$ cat src/hdl/ulpi_access_pkg.sv
// Constants and carrier types for the ULPI command decoder and register sequencer
package ulpi_access_pkg;

   // Command class in bits [7:6] of the transmit command byte
   localparam logic [1:0] CLASS_SPECIAL = 2'h0;
   localparam logic [1:0] CLASS_TRANSMIT = 2'h1;
   localparam logic [1:0] CLASS_REG_WRITE = 2'h2;
   localparam logic [1:0] CLASS_REG_READ = 2'h3;

   // Position of the class field within the command byte
   localparam int CLASS_MSB = 7;
   localparam int CLASS_LSB = 6;

   // Lower six bits that escape to an extended address
   localparam logic [5:0] EXT_ADDR_ESCAPE = 6'h2f;
   localparam logic [5:0] NOPID_CODE = 6'h00;
   localparam logic [1:0] PID_PREFIX = 2'h0;
   localparam logic [7:0] BUS_IDLE = 8'h00;

   // Values after reset
   localparam logic [7:0] DATA_OUT_RESET = 8'h00;
   localparam logic [7:0] ADDR_RESET = 8'h00;
   localparam logic [3:0] PID_RESET = 4'h0;

   // Register array geometry
   localparam int ADDR_WIDTH = 8;
   localparam int DATA_WIDTH = 8;
   localparam int REG_DEPTH = 256;

   // Cycles from command on bus to NXT high
   localparam int NXT_DELAY_CYCLES = 2;

   typedef enum logic [9:0]
   {
      ST_IDLE = 10'h001,
      ST_CMD = 10'h002,
      ST_WR_ADDR = 10'h004,
      ST_WR_DATA = 10'h008,
      ST_WR_STOP = 10'h010,
      ST_RD_ADDR = 10'h020,
      ST_RD_TURN = 10'h040,
      ST_RD_DRIVE = 10'h080,
      ST_RD_BACK = 10'h100,
      ST_TX = 10'h200
   } seq_state_e;

   // Transmit start handed to the transmit path
   typedef struct packed
   {
      logic start;
      logic has_pid;
      logic [3:0] pid;
   } tx_start_s;

   // Pins that the device drives toward the link
   typedef struct packed
   {
      logic dir;
      logic nxt;
      logic [7:0] data_o;
      logic data_oe;
   } ulpi_out_s;

endpackage : ulpi_access_pkg

$ cat src/hdl/ulpi_reg_mem.sv
// Register array for the ULPI register sequencer, one write port, registered read
`timescale 1ns/1ps
module ulpi_reg_mem #(
   parameter int AW = 8,
   parameter int DW = 8,
   parameter int DEPTH = 256
)(
   input wire logic core_clk,
   input wire logic wr_en,
   input wire logic [AW-1:0] wr_addr,
   input wire logic [DW-1:0] wr_data,
   input wire logic [AW-1:0] rd_addr,
   output logic [DW-1:0] rd_data
);
   logic [DW-1:0] mem_q [DEPTH];

   // No reset and no mode input: contents hold through every power or serial mode
   always_ff @(posedge core_clk)
   begin
      if (wr_en)
      begin
         mem_q[wr_addr] <= wr_data;
      end
      rd_data <= mem_q[rd_addr];
   end
endmodule : ulpi_reg_mem

$ cat src/hdl/ulpi_register_access.sv
// Device-side ULPI transmit command decoder and register access sequencer
`timescale 1ns/1ps
module ulpi_register_access
   import ulpi_access_pkg::*;
#(
   parameter int AW = ADDR_WIDTH,
   parameter int DW = DATA_WIDTH,
   parameter int DEPTH = REG_DEPTH
)(
   input wire logic core_clk,
   input wire logic reset,
   input wire logic [7:0] data_i,
   input wire logic stp,
   input wire logic tx_done,
   output ulpi_access_pkg::ulpi_out_s ulpi_o,
   output ulpi_access_pkg::tx_start_s tx_o,
   output logic busy
);
   import ulpi_access_pkg::*;

   ////////////////////////////////////////////////////////////////////////////////
   // State and storage

   seq_state_e state_q;
   seq_state_e state_d;
   logic [7:0] cmd_q;
   logic [AW-1:0] addr_q;
   logic [AW-1:0] addr_d;
   logic [DW-1:0] wr_data_q;
   logic wr_pend_q;
   logic dir_q;
   logic dir_d;
   logic nxt_q;
   logic nxt_d;
   logic oe_q;
   logic oe_d;
   logic [7:0] dout_q;
   logic [7:0] dout_d;
   tx_start_s tx_q;
   tx_start_s tx_d;
   logic busy_q;
   logic [DW-1:0] rd_data;
   logic mem_wr;

   ////////////////////////////////////////////////////////////////////////////////
   // Command decode, continuous

   wire logic [1:0] cmd_class = data_i[CLASS_MSB:CLASS_LSB];
   wire logic cmd_nonidle = (data_i != BUS_IDLE);
   wire logic is_tx = (cmd_class == CLASS_TRANSMIT);
   wire logic is_wr = (cmd_class == CLASS_REG_WRITE);
   wire logic is_rd = (cmd_class == CLASS_REG_READ);
   wire logic held_ext = (cmd_q[5:0] == EXT_ADDR_ESCAPE);
   wire logic held_wr = (cmd_q[CLASS_MSB:CLASS_LSB] == CLASS_REG_WRITE);
   wire logic held_rd = (cmd_q[CLASS_MSB:CLASS_LSB] == CLASS_REG_READ);
   wire logic held_tx = (cmd_q[CLASS_MSB:CLASS_LSB] == CLASS_TRANSMIT);
   wire logic tx_nopid = (cmd_q[5:0] == NOPID_CODE);
   wire logic tx_pid = (cmd_q[5:4] == PID_PREFIX) && !tx_nopid;
   // immediate address from low six bits
   wire logic [AW-1:0] imm_addr = AW'(cmd_q[5:0]);

   ////////////////////////////////////////////////////////////////////////////////
   // Sequencer

   always_comb
   begin
      state_d = state_q;
      addr_d = addr_q;
      dir_d = 1'b0;
      nxt_d = 1'b0;
      oe_d = 1'b0;
      dout_d = DATA_OUT_RESET;
      tx_d = '0;
      unique case (state_q)
         ST_IDLE:
         begin
            // commands are only looked at while direction is low
            if (cmd_nonidle && (is_tx || is_wr || is_rd))
            begin
               state_d = ST_CMD;
            end
         end
         ST_CMD:
         begin
            // NXT high two cycles after the command
            nxt_d = 1'b1;
            // 2Fh never addresses a register directly
            if (held_ext)
            begin
               state_d = held_wr ? ST_WR_ADDR : (held_rd ? ST_RD_ADDR : ST_TX);
            end
            else
            begin
               addr_d = imm_addr;
               state_d = held_wr ? ST_WR_DATA : (held_rd ? ST_RD_ADDR : ST_TX);
            end
            if (held_tx)
            begin
               state_d = ST_TX;
            end
         end
         ST_WR_ADDR:
         begin
            nxt_d = 1'b1;
            addr_d = AW'(data_i);
            state_d = ST_WR_DATA;
         end
         ST_WR_DATA:
         begin
            // data taken on this edge, NXT drops next
            state_d = ST_WR_STOP;
         end
         ST_WR_STOP:
         begin
            // link idle now on the bus, back to decoding
            state_d = ST_IDLE;
         end
         ST_RD_ADDR:
         begin
            // capture extended address, then turn the bus
            if (held_ext)
            begin
               addr_d = AW'(data_i);
            end
            // direction rises after NXT
            // Immediate reads pass here too, so NXT always stands alone first
            dir_d = 1'b1;
            state_d = ST_RD_TURN;
         end
         ST_RD_TURN:
         begin
            dir_d = 1'b1;
            oe_d = 1'b1;
            dout_d = rd_data;
            state_d = ST_RD_DRIVE;
         end
         ST_RD_DRIVE:
         begin
            // read value stood one cycle, now release direction
            state_d = ST_RD_BACK;
         end
         ST_RD_BACK:
         begin
            // turnaround before the link drives idle
            state_d = ST_IDLE;
         end
         ST_TX:
         begin
            tx_d.start = 1'b0;
            if (tx_done || stp)
            begin
               state_d = ST_IDLE;
            end
         end
         default:
         begin
            state_d = ST_IDLE;
         end
      endcase
      // One-cycle transmit start, with PID when present
      if ((state_q == ST_CMD) && held_tx)
      begin
         tx_d.start = tx_nopid || tx_pid;
         tx_d.has_pid = tx_pid;
         tx_d.pid = cmd_q[3:0];
      end
   end

   // commit on the cycle STP is released
   assign mem_wr = wr_pend_q && !stp;

   always_ff @(posedge core_clk)
   begin
      if (reset)
      begin
         state_q <= ST_IDLE;
         cmd_q <= BUS_IDLE;
         addr_q <= ADDR_RESET;
         wr_data_q <= DATA_OUT_RESET;
         wr_pend_q <= 1'b0;
         dir_q <= 1'b0;
         nxt_q <= 1'b0;
         oe_q <= 1'b0;
         dout_q <= DATA_OUT_RESET;
         tx_q <= '0;
         busy_q <= 1'b0;
      end
      else
      begin
         state_q <= state_d;
         addr_q <= addr_d;
         dir_q <= dir_d;
         nxt_q <= nxt_d;
         oe_q <= oe_d;
         dout_q <= dout_d;
         tx_q <= tx_d;
         busy_q <= (state_d != ST_IDLE);
         if (state_q == ST_IDLE)
         begin
            cmd_q <= data_i;
         end
         // capture write data while NXT accepted it
         if (state_q == ST_WR_DATA)
         begin
            wr_data_q <= data_i;
         end
         // hold the write until STP falls
         if (state_q == ST_WR_STOP)
         begin
            wr_pend_q <= 1'b1;
         end
         else if (mem_wr)
         begin
            wr_pend_q <= 1'b0;
         end
      end
   end

   ////////////////////////////////////////////////////////////////////////////////
   // Register array and pins

   // storage has no reset and no mode dependence
   ulpi_reg_mem #(
      .AW(AW),
      .DW(DW),
      .DEPTH(DEPTH)
   ) u_mem (
      .core_clk(core_clk),
      .wr_en(mem_wr),
      .wr_addr(addr_q),
      .wr_data(wr_data_q),
      .rd_addr(addr_d),
      .rd_data(rd_data)
   );

   // direction only rises in read states, so writes keep it low
   assign ulpi_o.dir = dir_q;
   assign ulpi_o.nxt = nxt_q;
   assign ulpi_o.data_o = dout_q;
   assign ulpi_o.data_oe = oe_q;
   assign tx_o = tx_q;
   assign busy = busy_q;

endmodule : ulpi_register_access

$ cat config.mk
export PLATFORM = sky130hd
export DESIGN_NAME = ulpi_register_access
export DESIGN_NICKNAME = d
export VERILOG_FILES = /design/src/hdl/ulpi_access_pkg.sv /design/src/hdl/ulpi_reg_mem.sv /design/src/hdl/ulpi_register_access.sv
export SDC_FILE = /design/constraint.sdc
export NUM_CORES = 2
export LEC_CHECK = 0
export BUFFER_PORTS_ARGS = -buffer_cell sky130_fd_sc_hd__buf_2
export CAP_MARGIN = 20
export CELL_PAD_IN_SITES_DETAIL_PLACEMENT = 0
export CELL_PAD_IN_SITES_GLOBAL_PLACEMENT = 1
export CORE_MARGIN = 1.5
export CORE_UTILIZATION = 54
export CTS_CLUSTER_SIZE = 20
export DETAILED_ROUTE_END_ITERATION = 8
export PLACE_DENSITY = 0.77
export SLEW_MARGIN = 40
export SYNTH_ARGS = -nofsm -noshare
export SYNTH_HDL_FRONTEND = slang
export SYNTH_SLANG_ARGS = --single-unit
export TNS_END_PERCENT = 30
$ cat constraint.sdc
create_clock -name core_clk -period 12.6 [get_ports core_clk]
set_input_delay 1.26 -clock core_clk [delete_from_list [all_inputs] [get_ports core_clk]]
set_output_delay 1.26 -clock core_clk [all_outputs]
set_load 0.005 [all_outputs]
======== Word level (Yosys, flattened, before mapping) ========
Memory sizes are Yosys's and may differ from the RTL's. A register that Yosys moved wholly into a read port is not among the register bits.
Index checks and enable logic that the tools add are counted.
word-level totals
  register bits after elaboration ......... 53
  latch bits .............................. 0
  RAM bits ................................ 2048
  ROM bits ................................ 0
  bits of input ports ..................... 12
  output and inout port bits .............. 18
  logic and storage cells ................. 69
  memories kept ........................... 1
cells by class
  add/subtract/negate cells ............... 0
  multiply operators ...................... 0
  div/mod/pow operators ................... 0
  order comparisons ....................... 0
  eq/ne operators ......................... 17
  shifts and indexed selects .............. 0
  mux-type cells .......................... 18
  bitwise gates (word level) .............. 2
  reduce and logical (&&, ||, !) cells .... 18
memories
  memory       depth  bits a word  rd ports  clocked after memory_dff  wr ports  line                RTL
  u_mem.mem_q  256    8            1         1                         1         ulpi_reg_mem.sv:15  logic [DW-1:0] mem_q [DEPTH];
operator list
  cell                  count
  $pmux 10 s8           1
  $mux 10               7
  $pmux 8 s3            1
  $mux 8                2
  $eq 10x1->1 const B   1
  $eq 10x10->1 const B  1
  $eq 10x2->1 const B   1
  $eq 10x3->1 const B   1
  $eq 10x4->1 const B   1
  $eq 10x5->1 const B   1
  $eq 10x6->1 const B   1
  $eq 10x7->1 const B   1
  $eq 10x8->1 const B   1
  $ne 10x1->1 const B   1
  $eq 2x2->1 const B    4
  $reduce_bool 8->1     1
  $reduce_or 2->1       4
  $mux 1                7
  $eq 6x6->1 const B    1
  $logic_not 6->1       1
  $eq 2x1->1 const B    2
  $logic_and 1x1->1     4
  $logic_or 1x1->1      4
  $logic_not 1->1       2
  other kinds (3)       4

======== Longest topological paths before layout ========
  word-level depth ........................ 7
  gate-level depth with buffers ........... 16
  depth with buffers taken out ............ 10

======== Cells and area by module ========
A second synthesis with hierarchy kept.
second synthesis, totals
  cells, all modules ...................... 3971
  area, all modules ....................... 81733.4 µm²
by module, submodules not included
  module                instances  cells an instance  area an instance (µm²)  seq. area each (µm²)
  ulpi_reg_mem          1          3733               79556.3                 61659.1
  ulpi_register_access  1          238                2177.1                  1061.0

======== Worst setup path after synthesis ========
No wires, ideal clock.
  path type ............................... register to register
  from .................................... reg wr_data_q[0]
  to ...................................... mem u_mem.mem_q[0][0] (data pin)
  setup time .............................. 0.856 ns
  arrival ................................. 3.397 ns
  data required time ...................... 11.744 ns
  setup slack ............................. 8.347 ns
  cell stages (with the launch flop) ...... 1
  buffers on the path ..................... 0
  clock period less this slack ............ 4.253 ns
  cells stage by stage .................... dfxtp_1
RTL lines
  element                 line                         RTL
  start, declared         ulpi_register_access.sv:29   logic [DW-1:0] wr_data_q;
  start signal, assigned  ulpi_register_access.sv:205  wr_data_q <= data_i;
  end, declared           ulpi_reg_mem.sv:15
Straight into the memory's write port.

======== Worst setup path in the final report ========
  from .................................... reg state_q[5]
  to ...................................... reg u_mem.rd_data[0] (read register of u_mem.mem_q)
on the way
  word-level cells in the longest chain between the ends .. 2
  elaborated cells on any way between the ends .. 4
  those cells by class .................... eq/ne: 3; mux: 1
ends and longest elaborated chain
  element                                    line                         RTL
  start, declared                            ulpi_register_access.sv:24   seq_state_e state_q;
  start signal, assigned                     ulpi_register_access.sv:190  state_q <= state_d;
  $eq 10x6->1, or another cell as far along  ulpi_register_access.sv:74   unique case (state_q)
  $pmux 8 s3 (*)                             ulpi_register_access.sv:74
  end, declared                              ulpi_reg_mem.sv:13           output logic [DW-1:0] rd_data
Every way passes the cells marked *; elsewhere a longest branch is shown, timed or not.
A chain may end at the register's enable or synchronous reset.

==> impl_metrics.toml <==
[setup_path]
crit_chain = "or3b_1 > o41ai_1 > and2_1 > o2bb2ai_4 > buf_4 > buf_4 > nand3_4 > buf_4 > o22ai_1 > nor4_1 > o22ai_1 > nor3_2 > nor4_2"
crit_type = "reg2reg"
cp.arrival_ps = 7180
crit_family = "simple AND/OR/NAND/NOR gates"
crit_required_ps = 13330
slowest_stage = "buf_4"
cp_num_buf_inv = 3
path_common_cell = "buf_4"
max_stage_delay_ps = 770
end_kind = "flip-flop"
critPathMaxFanout = 58
critPathLaunchType = "flip-flop"

[timing]
rsz0062_at_grt = "no"
min_period_ps = 6450
holdWs_ps = 433
worstMarginPinSlew_ps = 942
fmax_ghz = 0.155
hold_viol = 0
fin_setup_tns_ps = 0
post-route-period-util = 0.512
final-max-slew-violation-count = 0
relSlewSlack = 0.370
setup_viol = 0
clock_skew_ps = 28.1

[floorplanning]
die_w_um = 395
die_area_um2 = 156000
dieHeight_um = 395
rows = 143
core_area_um2 = 152000
ios = 30
initial_core_util = 0.546

[global_route]
grt_pass1_wl_um = 332000
use_met1 = 0.423
grt-busiest-layer = "met2"
grt_max_degree = 206
grt_pass1_vias = 47400
use_met2 = 0.443
track_usage = 0.291
antenna_found_initial = 9
grt_overflow_total = 0
grtUsageMet3 = 0.0598

[logic_synthesis]
synthCells = 5715
synthMuxAreaShare = 0.0568
synth_fa_ha_area_frac = 0
synth_nets = 5727
yosysSeqAreaShare = 0.754
synthArstFlopShare = 0
synth_xor_area_frac = 0.000316
yosys_warnings = 0
synth_simple_gate_area_frac = 0.107
synth_top_family_by_area = "simple AND/OR/NAND/NOR gates"
synth_edf_count = 2048
netlist_area_um2 = 83200
ys_ff_latch = 2109
ys.flop_type = "edfxtp_1"
yosysUniqueCellTypes = 70
synth_compound_area_frac = 0.0608
synth_area_per_cell_um2 = 14.6

[detailed_routing]
routed_wirelength_um = 230000
dr.pass1.iters = 5
vias_per_cell = 6.37
routedWlPerCell_um = 29.1
vias = 50349
drt_iter0_drc = 6496
drc = 0
ant_nets = 0

[clock_tree]
cts_resized = 0
cts_buffers = 207
post_cts_buffers = 0
root_buffer = "clkbuf_16"
cts.path.max_buffers = 3
worst_skew_pair.late_latency_ps = 850
cts_tree = "yes"
cts_hold_buffers = 0
htreeDepth = 4
path_clk_slew_ps = 60
clkSinkCount = 2109

[placement]
hpwlAfterDp_um = 135000
placed_cell_area_um2 = 85600
dp.cells = 7507
gp_congestion = 0.883
io_buffer_count = 29

[outcome]
status = "finished, final reports clean"

[power]
p_leak_nw = 33.1
power.density_nw_per_um2 = 157
ir_worst_vdd_uv = 162

[worst_hold_path]
holdCritPathClass = "reg2reg"

[finish]
area_growth_syn_to_layout_pct = 11.3
fin_area_um2 = 92600
drive_gt1_frac = 0.108
finalNonFillerCells = 7909
fin_nets = 5707
utilization = 0.607
layout_commonest_cell = "edfxtp_1"
final_cell_mix = "2048 x edfxtp_1, 997 x nand2_1, 472 x mux2i_1"

[flow_run]
max_cap_violations = 0
==> cell usage after synthesis (5+ instances only) <==
cell,count,area share
a2111oi_0,19,0.0020
a211oi_1,100,0.0090
a21oi_1,170,0.010
a22oi_1,11,0.00099
a311oi_1,35,0.0037
a31oi_1,81,0.0061
a32oi_1,64,0.0067
and2_1,17,0.0013
and3_1,88,0.0066
and4b_1,5,0.00060
buf_1,30,0.0014
buf_2,161,0.0097
buf_4,14,0.0013
buf_6,11,0.0015
clkbuf_1,168,0.0076
dfxtp_1,61,0.015
edfxtp_1,2048,0.74
inv_1,5,0.00023
mux2i_1,472,0.057
nand2_1,1001,0.045
nand3_1,340,0.020
nand3_4,5,0.0011
nand4_1,61,0.0046
nand4b_1,6,0.00063
nor2_1,322,0.015
nor2b_1,11,0.00083
nor3_1,22,0.0013
nor4_1,75,0.0056
nor4_2,7,0.0011
o21ai_0,18,0.0011
o21ai_1,17,0.0010
o22ai_1,200,0.015
==> logic make-up (layout without fill, tap and decap cells) <==
kind of cell	Yosys count	after routing
DFF	2109	2109
xor gates and xnor gates	3	3
buffers and inverters	389	551
other	0	2
and+or+nand+nor	1988	1988
AOI/OAI and AO/OA	754	754
muxes	472	472
==> worst paths after layout <==
check,startpoint,to,slack [ps],cells past startpoint
worst max register to register,state_q[5],u_mem.rd_data[0],6150,13
worst max-delay path,state_q[5],u_mem.rd_data[0],6150,13
worst min-delay path,u_mem.rd_data[6],dout_q[6],430,1
worst min register to register,u_mem.rd_data[6],dout_q[6],430,1
==> cell type report <==
| cell class | instances | area [um2] |
|---|---|---|
| Clock inverter | 124 | 1030 |
| Antenna cell | 2 | 5.00 |
| Multi-Input combinational cell | 3217 | 19300 |
| Inverter | 5 | 18.8 |
| Sequential cell | 2109 | 62800 |
| Clock buffer | 267 | 5540 |
| Timing Repair Buffer | 155 | 1400 |
| Tap cell | 2030 | 2540 |
| Fill cell | 11342 | 59900 |
==> state kept, by name, indices dropped and copies added, names as in the netlist <==
register       flops
nxt_q              1
busy               1
cmd_q              8
u_mem.mem_q     2048
u_mem.rd_data      8
addr_q             8
wr_data_q          8
tx_o               6
oe_q               1
wr_pend_q          1
state_q           10
dir_q              1
dout_q             8
==> power breakdown <==
| group | total [mW] | switching [mW] | internal (mW) | leakage, nW |
|---|---|---|---|---|
| registers | 7.60 | 0.0181 | 7.58 | 19.9 |
| logic | 0.905 | 0.622 | 0.282 | 9.98 |
| clock network | 6.02 | 2.63 | 3.39 | 3.22 |
==> metal layers <==
layer	vias to the layer above	part of all wire
li1	21818	-
met1	25538	0.41
met3	375	0.10
met5	-	0.00017
met2	2612	0.46
met4	6	0.029
==> per-stage QoR <==
step / setup slack, ps / power (mW)
CTS: 6160 / 14.5
floorplan: 8350 / 8.35
finish: 6150 / 14.5
global placement: 5010 / 8.62
detailed placement: 6060 / 8.64
global route: 6000 / 14.9
Power figures use the tool's default switching activity.
